--- config.mk ---
export PLATFORM = sky130hd
export DESIGN_NAME = dual_modulus_synth_divider
export DESIGN_NICKNAME = d
export VERILOG_FILES = /design/src/synth_div_pkg.sv /design/src/dual_mod_engine.sv /design/src/dual_modulus_synth_divider.sv
export SDC_FILE = /design/constraint.sdc
export NUM_CORES = 1
export LEC_CHECK = 0
export BUFFER_PORTS_ARGS = -buffer_cell sky130_fd_sc_hd__buf_2
export CORE_ASPECT_RATIO = 0.8
export CORE_MARGIN = 10
export CORE_UTILIZATION = 57
export CTS_CLUSTER_DIAMETER = 200
export CTS_CLUSTER_SIZE = 25
export DETAILED_ROUTE_END_ITERATION = 8
export MAX_ROUTING_LAYER = met4
export PLACE_DENSITY_LB_ADDON = 0.12
export RECOVER_POWER = 50
export SETUP_SLACK_MARGIN = 0.1
export SLEW_MARGIN = 25
export SYNTH_ARGS = -nofsm -noshare
export SYNTH_HDL_FRONTEND = slang
export SYNTH_SLANG_ARGS = --single-unit
--- constraint.sdc ---
create_clock -name sys_clk -period 9.73 [get_ports sys_clk]
set_input_delay 0.4865 -clock sys_clk [delete_from_list [all_inputs] [get_ports sys_clk]]
set_output_delay 0.4865 -clock sys_clk [all_outputs]
set_load 0.005 [all_outputs]
--- src/synth_div_pkg.sv ---
package synth_div_pkg;

    // Register byte offsets on the plain register port
    localparam logic [7:0] CHAN_OFS = 8'h00;
    localparam logic [7:0] CTRL_OFS = 8'h04;
    localparam logic [7:0] STAT_OFS = 8'h08;
    localparam logic [7:0] LOOP1_OFS = 8'h0C;
    localparam logic [7:0] LOOP2_OFS = 8'h10;
    localparam logic [7:0] OSC1_OFS = 8'h14;
    localparam logic [7:0] OSC2_OFS = 8'h18;

    // Reset values
    localparam logic [23:0] CHAN_RST = 24'h020000;
    localparam logic [1:0] CTRL_RST = 2'h0;

    // Field positions
    localparam int CTRL_EN1_BIT = 0;
    localparam int CTRL_EN2_BIT = 1;
    localparam int STAT_VALID_BIT = 0;
    localparam int STAT_REFUSED_BIT = 1;
    localparam int STAT_SW2_OK_BIT = 2;
    localparam int STAT_AGREE_BIT = 3;
    localparam int CNT_MAIN_LSB = 16;

    // First loop: 32/33 prescaler, 10 kHz reference and step
    localparam logic [13:0] LOOP1_BASE = 14'h0020;
    localparam logic [13:0] LO1_OFFSET_10K = 14'h1D4C;
    localparam logic [13:0] LOOP1_MIN_10K = 14'h1DEC;
    localparam logic [13:0] LOOP1_MAX_10K = 14'h2903;
    localparam logic [20:0] STEPS_100HZ_PER_10K = 21'h000064;

    // Second loop: 64/65 prescaler, fixed main count, 100 Hz ref
    localparam logic [20:0] LOOP2_BASE = 21'h000040;
    localparam logic [13:0] LOOP2_MAIN = 14'h2CC3;
    localparam logic [6:0] SW2_FROM = 7'h7C;
    localparam logic [6:0] SW2_MIN = 7'h01;
    localparam logic [6:0] SW2_MAX = 7'h64;
    localparam logic [20:0] IF2_100HZ = 21'h004074;

    // Divider engine states
    typedef enum logic [0:0] {
        ST_IDLE = 1'b0,
        ST_RUN = 1'b1
    } eng_state_e;

endpackage
--- src/dual_mod_engine.sv ---
`timescale 1ns/10ps
module dual_mod_engine
    import synth_div_pkg::*;
#(
    parameter int MAIN_W = 9,
    parameter int SWAL_W = 5
) (
    // Clock and reset
    input wire logic sys_clk,
    input wire logic reset_n,
    // Control and counts
    input wire logic enable,
    input wire logic presc_edge,
    input wire logic [MAIN_W-1:0] main_load,
    input wire logic [SWAL_W-1:0] swallow_load,
    // Prescaler and phase detector side
    output logic modulus_hi_q,
    output logic div_pulse_q
);

    eng_state_e state_q, state_d;
    logic [MAIN_W-1:0] main_q, main_d;
    logic [SWAL_W-1:0] swal_q, swal_d;
    logic pulse_d;

    // Count cycle sequencing, one step per prescaler edge
    always_comb begin
        state_d = state_q;
        main_d = main_q;
        swal_d = swal_q;
        pulse_d = 1'b0;
        case (state_q)
            ST_IDLE: begin
                main_d = '0;
                swal_d = '0;
                if (enable && presc_edge) begin
                    state_d = ST_RUN;
                    main_d = main_load;
                    swal_d = swallow_load;
                end
            end
            ST_RUN: begin
                if (!enable) begin
                    state_d = ST_IDLE;
                    main_d = '0;
                    swal_d = '0;
                end else if (presc_edge) begin
                    // Last of N periods ends the cycle
                    if (main_q <= MAIN_W'(1)) begin
                        pulse_d = 1'b1;
                        main_d = main_load;
                        swal_d = swallow_load;
                    end else begin
                        main_d = main_q - MAIN_W'(1);
                        if (swal_q != '0) begin
                            swal_d = swal_q - SWAL_W'(1);
                        end
                    end
                end
            end
            default: begin
                state_d = ST_IDLE;
                main_d = '0;
                swal_d = '0;
            end
        endcase
    end

    // Counters and state
    always_ff @(posedge sys_clk or negedge reset_n) begin
        if (!reset_n) begin
            state_q <= ST_IDLE;
            main_q <= '0;
            swal_q <= '0;
        end else begin
            state_q <= state_d;
            main_q <= main_d;
            swal_q <= swal_d;
        end
    end

    // Modulus line follows the swallow count of the coming period
    always_ff @(posedge sys_clk or negedge reset_n) begin
        if (!reset_n) begin
            modulus_hi_q <= 1'b0;
            div_pulse_q <= 1'b0;
        end else begin
            modulus_hi_q <= (swal_d != '0);
            div_pulse_q <= pulse_d;
        end
    end

endmodule // dual_mod_engine

--- src/dual_modulus_synth_divider.sv ---
// Function
// - Modulus line asks base plus one while swallow count is nonzero, else base.
// - Main and swallow counters load together on one prescaler edge.
// - Total division is main times base plus swallow.
// - First loop prescaler divides by 32 or 33; base is 32.
// - First loop: ratio over 32 gives main count, remainder swallow count.
// - First oscillator target is channel plus 75.00 MHz.
// - Only the leading four channel digits feed the first target.
// - Leading channel digit is always the 10 MHz digit.
// - First loop covers 76.60 to 104.99 MHz in 10 kHz steps.
// - First loop reference and step are 10 kHz.
// - Second loop uses 64/65 prescaler, main count fixed at 11459.
// - Second swallow count is 124 minus 1 kHz and 100 Hz digit pair.
// - Second swallow count spans 25 to 124; status only flags counts outside 1 to 100.
// - Second loop spans 10 kHz in 100 Hz steps, output ratio times 100 Hz.
// - Second oscillator is first IF minus 1.65 MHz.
//
// The address map and the address-and-strobe port were decided locally.
`timescale 1ns/10ps
module dual_modulus_synth_divider
    import synth_div_pkg::*;
#(
    parameter int MAIN1_W = 9,
    parameter int SWAL1_W = 5,
    parameter int MAIN2_W = 14,
    parameter int SWAL2_W = 7
) (
    // Clock and reset
    input wire logic sys_clk,
    input wire logic reset_n,
    // Register port
    input wire logic [7:0] bus_addr,
    input wire logic [31:0] bus_wdata,
    input wire logic bus_wr,
    input wire logic bus_rd,
    output logic [31:0] bus_rdata,
    // First loop prescaler and phase detector
    input wire logic presc1_out,
    output logic presc1_mod,
    output logic pd1_div,
    // Second loop prescaler and phase detector
    input wire logic presc2_out,
    output logic presc2_mod,
    output logic pd2_div
);

    // Channel digits, most significant first, packed BCD
    function automatic logic [19:0] bcd_to_bin(
        input logic [23:0] bcd,
        input int ndig
    );
        logic [19:0] acc;
        acc = '0;
        for (int i = 5; i >= 0; i--) begin
            if (i < ndig) begin
                acc = 20'(acc * 20'h0000A + 20'(bcd[i*4 +: 4]));
            end
        end
        return acc;
    endfunction

    // Every nibble must be a decimal digit
    function automatic logic bcd_ok(input logic [23:0] bcd);
        logic ok;
        ok = 1'b1;
        for (int i = 0; i < 6; i++) begin
            if (bcd[i*4 +: 4] > 4'h9) begin
                ok = 1'b0;
            end
        end
        return ok;
    endfunction

    // Swallow must run out before main does
    function automatic logic split_ok(
        input logic [13:0] main_cnt,
        input logic [13:0] swal_cnt
    );
        return main_cnt > swal_cnt;
    endfunction

    // Software state
    logic [23:0] chan_q;
    logic chan_new_q;
    logic [1:0] ctrl_q;
    logic [31:0] rdata_q;
    logic [31:0] read_word;

    // Applied counts, swapped in as one group
    logic [MAIN1_W-1:0] pend1_main_q;
    logic [SWAL1_W-1:0] pend1_swal_q;
    logic [SWAL2_W-1:0] pend2_swal_q;
    logic [13:0] osc1_q;
    logic [20:0] osc2_q;
    logic valid_q;
    logic refused_q;

    // Prescaler pin synchronisers
    logic p1_meta_q, p1_sync_q, p1_prev_q;
    logic p2_meta_q, p2_sync_q, p2_prev_q;
    logic p1_edge, p2_edge;

    // Arithmetic on the selected channel
    logic [19:0] lead4_w;
    logic [19:0] pair_w;
    logic [19:0] chan_units_w;
    logic [13:0] first_osc_target;
    logic [13:0] ratio1;
    logic [13:0] main1_w;
    logic [13:0] swal1_w;
    logic [6:0] sub_kilohertz_digit_pair;
    logic [6:0] swal2_w;
    logic [20:0] first_intermediate_freq;
    logic [20:0] second_osc_target;
    logic [20:0] loop2_ratio;
    logic range1_ok, sw2_ok, mains_ok, agree, chan_valid;

    // Channel register; the strobe marks a fresh value for checking
    always_ff @(posedge sys_clk or negedge reset_n) begin
        if (!reset_n) begin
            chan_q <= CHAN_RST;
            chan_new_q <= 1'b0;
        end else begin
            chan_new_q <= 1'b0;
            if (bus_wr && bus_addr == CHAN_OFS) begin
                chan_q <= bus_wdata[23:0];
                chan_new_q <= 1'b1;
            end
        end
    end

    // Loop enables
    always_ff @(posedge sys_clk or negedge reset_n) begin
        if (!reset_n) begin
            ctrl_q <= CTRL_RST;
        end else if (bus_wr && bus_addr == CTRL_OFS) begin
            ctrl_q <= bus_wdata[1:0];
        end
    end

    // Leading digit is always tens of MHz, so 2 MHz arrives as 02.00
    assign lead4_w = bcd_to_bin({8'h00, chan_q[23:8]}, 4);
    assign pair_w = bcd_to_bin({16'h0000, chan_q[7:0]}, 2);
    assign chan_units_w = bcd_to_bin(chan_q, 6);

    // First loop target in 10 kHz units, which is also its ratio
    assign first_osc_target = lead4_w[13:0] + LO1_OFFSET_10K;
    assign ratio1 = first_osc_target;

    // Power-of-two base keeps the split a plain shift
    assign main1_w = ratio1 / LOOP1_BASE;
    assign swal1_w = ratio1 % LOOP1_BASE;

    // First loop tuning range check
    assign range1_ok = (first_osc_target >= LOOP1_MIN_10K) &&
                       (first_osc_target <= LOOP1_MAX_10K);

    // Second loop swallow count from the sub-10 kHz digits
    assign sub_kilohertz_digit_pair = pair_w[6:0];
    assign swal2_w = SW2_FROM - sub_kilohertz_digit_pair;
    assign sw2_ok = (swal2_w >= SW2_MIN) && (swal2_w <= SW2_MAX);

    // Frequency plan in 100 Hz units
    assign first_intermediate_freq =
        21'(first_osc_target) * STEPS_100HZ_PER_10K -
        21'(chan_units_w);
    assign second_osc_target =
        first_intermediate_freq - IF2_100HZ;
    assign loop2_ratio = 21'(LOOP2_MAIN) * LOOP2_BASE +
                         21'(swal2_w);
    assign agree = (loop2_ratio == second_osc_target);

    // A split with main not above swallow would never drop modulus
    assign mains_ok =
        split_ok(main1_w, swal1_w) &&
        split_ok(LOOP2_MAIN, 14'(swal2_w));
    assign chan_valid = bcd_ok(chan_q) && range1_ok && mains_ok;

    // Loop one split; engine picks it up only at its next reload
    always_ff @(posedge sys_clk or negedge reset_n) begin
        if (!reset_n) begin
            pend1_main_q <= '0;
            pend1_swal_q <= '0;
        end else if (chan_new_q && chan_valid) begin
            pend1_main_q <= main1_w[MAIN1_W-1:0];
            pend1_swal_q <= swal1_w[SWAL1_W-1:0];
        end
    end

    // Loop two swallow count; its main count never changes
    always_ff @(posedge sys_clk or negedge reset_n) begin
        if (!reset_n) begin
            pend2_swal_q <= '0;
        end else if (chan_new_q && chan_valid) begin
            pend2_swal_q <= swal2_w[SWAL2_W-1:0];
        end
    end

    // Oscillator targets of the applied channel, for readback
    always_ff @(posedge sys_clk or negedge reset_n) begin
        if (!reset_n) begin
            osc1_q <= '0;
            osc2_q <= '0;
        end else if (chan_new_q && chan_valid) begin
            osc1_q <= first_osc_target;
            osc2_q <= loop2_ratio;
        end
    end

    // Engines stay idle until one good channel has been applied
    always_ff @(posedge sys_clk or negedge reset_n) begin
        if (!reset_n) begin
            valid_q <= 1'b0;
        end else if (chan_new_q && chan_valid) begin
            valid_q <= 1'b1;
        end
    end

    // Refused flag: set by a bad channel, cleared by a good one
    always_ff @(posedge sys_clk or negedge reset_n) begin
        if (!reset_n) begin
            refused_q <= 1'b0;
        end else if (chan_new_q) begin
            refused_q <= !chan_valid;
        end
    end

    // Loop one pin: two flops before any logic looks at it
    always_ff @(posedge sys_clk or negedge reset_n) begin
        if (!reset_n) begin
            p1_meta_q <= 1'b0;
            p1_sync_q <= 1'b0;
            p1_prev_q <= 1'b0;
        end else begin
            p1_meta_q <= presc1_out;
            p1_sync_q <= p1_meta_q;
            p1_prev_q <= p1_sync_q;
        end
    end

    // Loop two pin, same treatment
    always_ff @(posedge sys_clk or negedge reset_n) begin
        if (!reset_n) begin
            p2_meta_q <= 1'b0;
            p2_sync_q <= 1'b0;
            p2_prev_q <= 1'b0;
        end else begin
            p2_meta_q <= presc2_out;
            p2_sync_q <= p2_meta_q;
            p2_prev_q <= p2_sync_q;
        end
    end

    // Loop one rising edge; pin must stay well under half sys_clk
    assign p1_edge = p1_sync_q && !p1_prev_q;

    // Loop two rising edge, same limit
    assign p2_edge = p2_sync_q && !p2_prev_q;

    // First loop divider, 32/33 prescaler
    dual_mod_engine #(
        .MAIN_W(MAIN1_W),
        .SWAL_W(SWAL1_W)
    ) u_loop1 (
        .sys_clk(sys_clk),
        .reset_n(reset_n),
        .enable(ctrl_q[CTRL_EN1_BIT] && valid_q),
        .presc_edge(p1_edge),
        .main_load(pend1_main_q),
        .swallow_load(pend1_swal_q),
        .modulus_hi_q(presc1_mod),
        .div_pulse_q(pd1_div)
    );

    // Second loop divider, 64/65 prescaler, main count fixed
    dual_mod_engine #(
        .MAIN_W(MAIN2_W),
        .SWAL_W(SWAL2_W)
    ) u_loop2 (
        .sys_clk(sys_clk),
        .reset_n(reset_n),
        .enable(ctrl_q[CTRL_EN2_BIT] && valid_q),
        .presc_edge(p2_edge),
        .main_load(LOOP2_MAIN[MAIN2_W-1:0]),
        .swallow_load(pend2_swal_q),
        .modulus_hi_q(presc2_mod),
        .div_pulse_q(pd2_div)
    );

    // Read decode; unmapped addresses read zero
    always_comb begin
        read_word = 32'h0000_0000;
        case (bus_addr)
            CHAN_OFS: begin
                read_word[23:0] = chan_q;
            end
            CTRL_OFS: begin
                read_word[1:0] = ctrl_q;
            end
            STAT_OFS: begin
                read_word[STAT_VALID_BIT] = valid_q;
                read_word[STAT_REFUSED_BIT] = refused_q;
                read_word[STAT_SW2_OK_BIT] = sw2_ok;
                read_word[STAT_AGREE_BIT] = agree;
            end
            LOOP1_OFS: begin
                read_word[CNT_MAIN_LSB +: MAIN1_W] = pend1_main_q;
                read_word[SWAL1_W-1:0] = pend1_swal_q;
            end
            LOOP2_OFS: begin
                read_word[CNT_MAIN_LSB +: MAIN2_W] =
                    LOOP2_MAIN[MAIN2_W-1:0];
                read_word[SWAL2_W-1:0] = pend2_swal_q;
            end
            OSC1_OFS: begin
                read_word[13:0] = osc1_q;
            end
            OSC2_OFS: begin
                read_word[20:0] = osc2_q;
            end
            default: begin
                read_word = 32'h0000_0000;
            end
        endcase
    end

    // Read data stands only in the cycle after the strobe
    always_ff @(posedge sys_clk or negedge reset_n) begin
        if (!reset_n) begin
            rdata_q <= 32'h0000_0000;
        end else if (bus_rd) begin
            rdata_q <= read_word;
        end else begin
            rdata_q <= 32'h0000_0000;
        end
    end

    assign bus_rdata = rdata_q;

endmodule // dual_modulus_synth_divider

Word-level counts from Yosys, hierarchy flattened:

Cells that the tools add are included.

* equality and inequality tests: 9
* bitwise operators: 2
* $add $sub $neg: 15
* multiplexer cells: 54
* magnitude comparators: 13
* multiply operators: 7
* reductions and logical operators: 21

Operators with widths (count)
* $mux W14: 4
* $add A20 B4 Y20: 2
* $mux W9: 4
* $mux W7: 5
* $mux W30: 1
* $mux W5: 6
* $pmux W14 S2: 1
* $eq A8 B5 Y1 const B: 3
* $gt A4 B4 Y1 const B: 6
* $add A20 B7 Y21 const A: 1
* $eq A21 B21 Y1: 1
* $pmux W7 S3: 1
* $sub A21 B15 Y21 const B: 1
* $sub A21 B20 Y21: 1
* $mul A20 B3 Y19 const B: 1
* $mux W1: 20
* $pmux W5 S4: 1
* $add A18 B4 Y19: 1
* $mul A14 B5 Y19 const B: 1
* $mul A19 B3 Y19 const B: 1
* $pmux W9 S2: 1
* $mul A14 B3 Y17 const B: 1
* $eq A8 B4 Y1 const B: 2
* $add A13 B4 Y14: 1
* 35 further kinds: 54

* output and inout port bits: 36
* logic and storage cells: 148
* input bits: 46
* flip-flop bits (word level): 164

Logic depth before layout (Yosys ltp):

* depth in word-level cells: 15
* depth in mapped cells: 50
* gate-level depth less buffers: 50

Cells and area by module:

Synthesis repeated with hierarchy kept, for this count alone.

* cell total of the unflattened synthesis: 1562
* area total of the unflattened synthesis: 14198.6 µm²

By module, submodules not included
* dual_modulus_synth_divider: area each 11173.2 µm², cells each 1209, sequential area each 2078.2 µm², times used 1
* dual_mod_engine (u_loop2): area each 1795.5 µm², cells each 206, sequential area each 600.6 µm², times used 1
* dual_mod_engine (u_loop1): area each 1229.9 µm², cells each 147, sequential area each 425.4 µm², times used 1

Worst setup path after synthesis:

OpenSTA, ideal clock, no wires.

* path kind: register -> register
* from: reg chan_q[21]
* to: reg rdata_q[3], in the netlist bus_rdata[3]
* path slack: -0.986 ns
* required time: 9.629 ns
* stages on the path, launching flop included: 51
* period minus slack after synthesis: 10.716 ns
* library setup time: 0.101 ns
* arrival: 10.615 ns
* buffers on the path: 0
* cells stage by stage: dfrtp_1 ha_1 ha_1 inv_1 fa_1 nor3b_1 xnor2_1 ha_1 ha_1 inv_1 o21bai_1 xnor2_1 nor3b_1 xor2_1 ha_1 ha_1 inv_1 or4_1 [15 not listed] ha_1 ha_1 nand2_1 o31ai_1 xor2_1 nand4_1 xnor2_1 xnor3_1 ha_1 inv_1 ha_1 xnor2_1 nand4_1 nor4_1 nand4_1 nor4_1 nand4_1 o32ai_1

* longest elaborated chain between the ends: 15
* elaborated cells on any way between the ends: 17
* classes of those cells: add/sub (8); mul (6); eq/ne (1); mux (2)

Ends and longest elaborated chain
* start, declared: RTL line dual_modulus_synth_divider.sv:83 `logic [23:0] chan_q;`
* start signal, assigned: RTL line dual_modulus_synth_divider.sv:126 `chan_q <= bus_wdata[23:0];`
* $mul A4 B3 Y7 (*): RTL line dual_modulus_synth_divider.sv:56 `acc = 20'(acc * 20'h0000A + 20'(bcd[i*4 +: 4]));`
* $add A8 B4 Y9 (*): RTL line dual_modulus_synth_divider.sv:56
* $mul A9 B3 Y12 (*): RTL line dual_modulus_synth_divider.sv:56
* $add A13 B4 Y14 (*): RTL line dual_modulus_synth_divider.sv:56
* $mul A14 B3 Y17 (*): RTL line dual_modulus_synth_divider.sv:56
* $add A18 B4 Y19 (*): RTL line dual_modulus_synth_divider.sv:56
* $mul A19 B3 Y19: RTL line dual_modulus_synth_divider.sv:56
* $add A20 B4 Y20: RTL line dual_modulus_synth_divider.sv:56
* $mul A20 B3 Y19: RTL line dual_modulus_synth_divider.sv:56
* $add A20 B4 Y20: RTL line dual_modulus_synth_divider.sv:56
* $sub A21 B20 Y21 (*): RTL line dual_modulus_synth_divider.sv:165 `21'(first_osc_target) * STEPS_100HZ_PER_10K -`
* $sub A21 B15 Y21 (*): RTL line dual_modulus_synth_divider.sv:168 `first_intermediate_freq - IF2_100HZ;`
* $eq A21 B21 Y1 (*): RTL line dual_modulus_synth_divider.sv:171 `assign agree = (loop2_ratio == second_osc_target);`
* $pmux W2 S6 (*): RTL line dual_modulus_synth_divider.sv:293 `case (bus_addr)`
* $mux W30 (*): RTL line dual_modulus_synth_divider.sv:331 `end else if (bus_rd) begin`
* end signal, assigned: RTL line dual_modulus_synth_divider.sv:332 `rdata_q <= read_word;`
* end, declared: RTL line dual_modulus_synth_divider.sv:86 `logic [31:0] rdata_q;`

Every way passes the cells marked *; elsewhere a longest branch is shown, timed or not.
A chain may end at the register's enable or synchronous reset.

Worst setup path after layout:

* from: reg chan_q[23]
* to: reg rdata_q[3], in the netlist bus_rdata[3]

The elaborated chain is that of the path after synthesis.

==> flow_summary_export.csv <==
group,metric,value,unit
clock_network,clkLatencyLatePin,0.42,ns
synthesis,syn-cell-area,13900,µm²
clock_network,ctsHtreeMaxLevel,4,
floorplan,die_area,31200,µm²
outcome,violations,"capacitance limit, slew limit, setup timing",
timing,worst_hold_slack,0.175,ns
routing,vias,12597,
synthesis,synth_edf_count,0,
clock_network,cts_tree,"built",
timing,fmax,0.0954,GHz
outcome,status,"finished, violations left",
timing,hold_viol,0,
synthesis,syn_avg_cell_area,8.90,µm²
min_path,min_path_type,"input port to register",
synthesis,synth_area_leaders,"dfrtp_1 (22%), ha_1 (21%), xnor2_1 (5.4%)",
synthesis,synth_compound_area_frac,0.178,
synthesis,synth.top_cell.area_share,0.221,
placed_design,portBuffers,69,
floorplan,die_h,160,µm
global_routing,antenna_found_initial,2,
floorplan,num_rows,51,
routing,ant_nets,0,
routing,avgViaCountPerCell,5.80,
clock_network,ctsHoldBuffers,0,
global_routing,grt_pass1_vias,12478,
floorplan,coreArea,24200,µm²
timing,period_needed,10.48,ns
timing,maxSlewHeadroom,-1.73,
layout,layout_commonest_cell,"ha_1",
synthesis,ys_seq_area_frac,0.223,
synthesis,yosysUniqueCellTypes,92,
timing,final-max-slew-violation-count,127,
timing,setup_violations,1,
setup_path,crit_path_top_delay_cell,"fa_2",
synthesis,yosysTopAreaCell,"dfrtp_1",
setup_path,cpPeakStageDelay,0.64,ns
synthesis,ys_ff_latch,124,
timing,worst-slew-pin-transition,4.09,ns
setup_path,critPathLaunchType,"register",
clock_network,max-clock-path-buffers,2,
setup_path,setup.worst_path.end_class,"register",
clock_network,cts_root_buffer,"clkbuf_16",
global_routing,grt_max_degree,78,
timing,fin_skew,0.0105,ns
floorplan,start_util,0.577,
placed_design,hpwl,29400,µm
synthesis,yosysWarnings,0,
layout,layout_common_cells,"ha_1 (221), buf_4 (215), dfrtp_1 (123)",
floorplan,pin_count,82,
layout,drive_gt1_frac,0.240,
layout,syn_to_final_growth,23.4,%
synthesis,synth_fa_ha_area_frac,0.244,
job,max_cap_viol_count,2,
routing,wire_per_inst,17.2,µm
synthesis,synthArstFlopShare,1.00,
setup_path,crit_required,10.05,ns
layout,fillCellCount,1907,
synthesis,syn-instance-count,1567,
clock_network,clk_pin_slew,0.07,ns
clock_network,cts_buffers,17,
timing,rsz0062_at_grt,"true",
global_routing,grt_pass1_wl,62300,µm
clock_network,clock-sinks,124,
routing,drc,0,
synthesis,synth.mux.area_fraction,0.0426,
routing,routed_wl,37300,µm
setup_path,path_class,"register to register",
timing,setup_slack,-0.747,ns
setup_path,cpMostUsedCell,"ha_4",
global_routing,overflow,0,
setup_path,critPathArrivalTime,10.80,ns
synthesis,synth_ff_type,"dfrtp_1",
routing,drtPass1Iterations,6,
layout,nets,2144,
global_routing,grt_usage,0.240,
floorplan,fp.dieW,195,µm
placed_design,gp_congestion,0.914,
timing,period_share,1.08,
setup_path,crit_path_max_fanout,4,
synthesis,synth_top_family_by_area,"adder cells",
synthesis,synthSimpleGateAreaFrac,0.165,
synthesis,synth_xor_area_frac,0.102,
routing,drtIter0Drc,1007,
==> per-layer routing <==
layer	part of all wire	track usage	wire, µm	up-vias
met4	0.017	0.0520	635	0
met1	0.47	0.318	17400	5945
met5	0	-	0	-
li1	-	-	-	6191
met2	0.46	0.382	17200	403
met3	0.056	0.0326	2100	58
==> worst paths after layout <==
path	slack (ns)	start	cells after the start	to
worst max register to register	-0.75	chan_q[23]$_DFFE_PN0P_	48	bus_rdata[3]$_DFF_PN0_
worst max-delay path	-0.75	chan_q[23]$_DFFE_PN0P_	48	bus_rdata[3]$_DFF_PN0_
min in group asynchronous	1.49	reset_n	1	u_loop2.main_q[11]$_DFFE_PN0P_
worst min register to register	0.36	p1_meta_q$_DFF_PN0_	0	p1_sync_q$_DFF_PN0_
max in group asynchronous	4.39	reset_n	2	chan_q[0]$_DFFE_PN0P_
worst min-delay path	0.17	presc1_out	1	p1_meta_q$_DFF_PN0_
==> cell type report <==
type	count	area, µm²	area share
multi-input combinational	1286	10700	0.623
sequential	124	3100	0.180
timing repair buffer	285	1940	0.113
inverter	125	469	0.0272
clock buffer	17	425	0.0247
tap	318	398	0.0231
clock inverter	15	156	0.00908
antenna	2	5.00	0.000291
==> stage by stage <==
stage | std cells | util | setup TNS, ns | instance area [µm²] | setup WS, ns
3_5_place_dp | 2132 | 0.677 | -0.922 | 16400 | -0.922
3_3_place_gp | 2132 | 0.677 | -0.515 | 16400 | -0.515
4_1_cts | 2167 | 0.705 | -0.712 | 17100 | -0.712
5_1_grt | 2172 | 0.712 | -1.34 | 17200 | -1.34
2_1_floorplan | 1571 | - | -0.161 | 14200 | -0.161
6_report | 2172 | 0.712 | -0.747 | 17200 | -0.747
==> repair_timing <==
| action | CTS | global route |
|---|---|---|
| endpoints found under the setup margin | 1 | 1 |
| pin swaps | 8 | 20 |
| hold endpoints to repair | 0 | 0 |
| setup buffers | 3 | 3 |
| resized for setup | 11 | 29 |
==> kinds of logic (layout without fill, tap and decap cells) <==
| family | Yosys count | after routing |
|---|---|---|
| buf+inv | 161 | 442 |
| mux | 48 | 48 |
| simple gates | 447 | 447 |
| other cells | 1 | 7 |
| fa+ha+maj | 259 | 259 |
| compound gates | 375 | 375 |
| xor+xnor | 152 | 152 |
| flops | 124 | 124 |
==> sequential cells by signal, summed over array words and instances (netlist names), 4 cells and up <==
name,flops
bus_rdata,26
chan_q,24
pend1_main_q,9
pend1_swal_q,4
pend2_swal_q,6
u_loop1.main_q,9
u_loop1.swal_q,5
u_loop2.main_q,14
u_loop2.swal_q,7
==> synthesized netlist by cell type (all sizes together), types with 14 or more instances <==
| cell | count |
|---|---|
| a21o | 26 |
| a21oi | 98 |
| a22oi | 15 |
| a31oi | 15 |
| and3 | 17 |
| clkbuf | 28 |
| dfrtp | 123 |
| fa | 21 |
| ha | 238 |
| inv | 125 |
| mux2 | 40 |
| nand2 | 98 |
| nand2b | 15 |
| nand3 | 33 |
| nor2 | 114 |
| nor2b | 36 |
| nor3 | 33 |
| nor3b | 16 |
| nor4 | 14 |
| o21a | 18 |
| o21ai | 98 |
| xnor2 | 92 |
| xor2 | 59 |
==> critical path, delay by kind of cell (launching register included) <==
kind / cells / cell delay, ns
XOR/XNOR: 10 / 1.85
adder cells (fa/ha/maj): 13 / 3.89
flip-flops: 1 / 0.39
AND/OR/NAND/NOR: 15 / 2.82
AO/OA/AOI/OAI: 6 / 1.22
buffers and inverters: 4 / 0.19
Power is not shown: default switching activity piles up to over one toggle a cycle in this logic, so the estimate is an artifact.
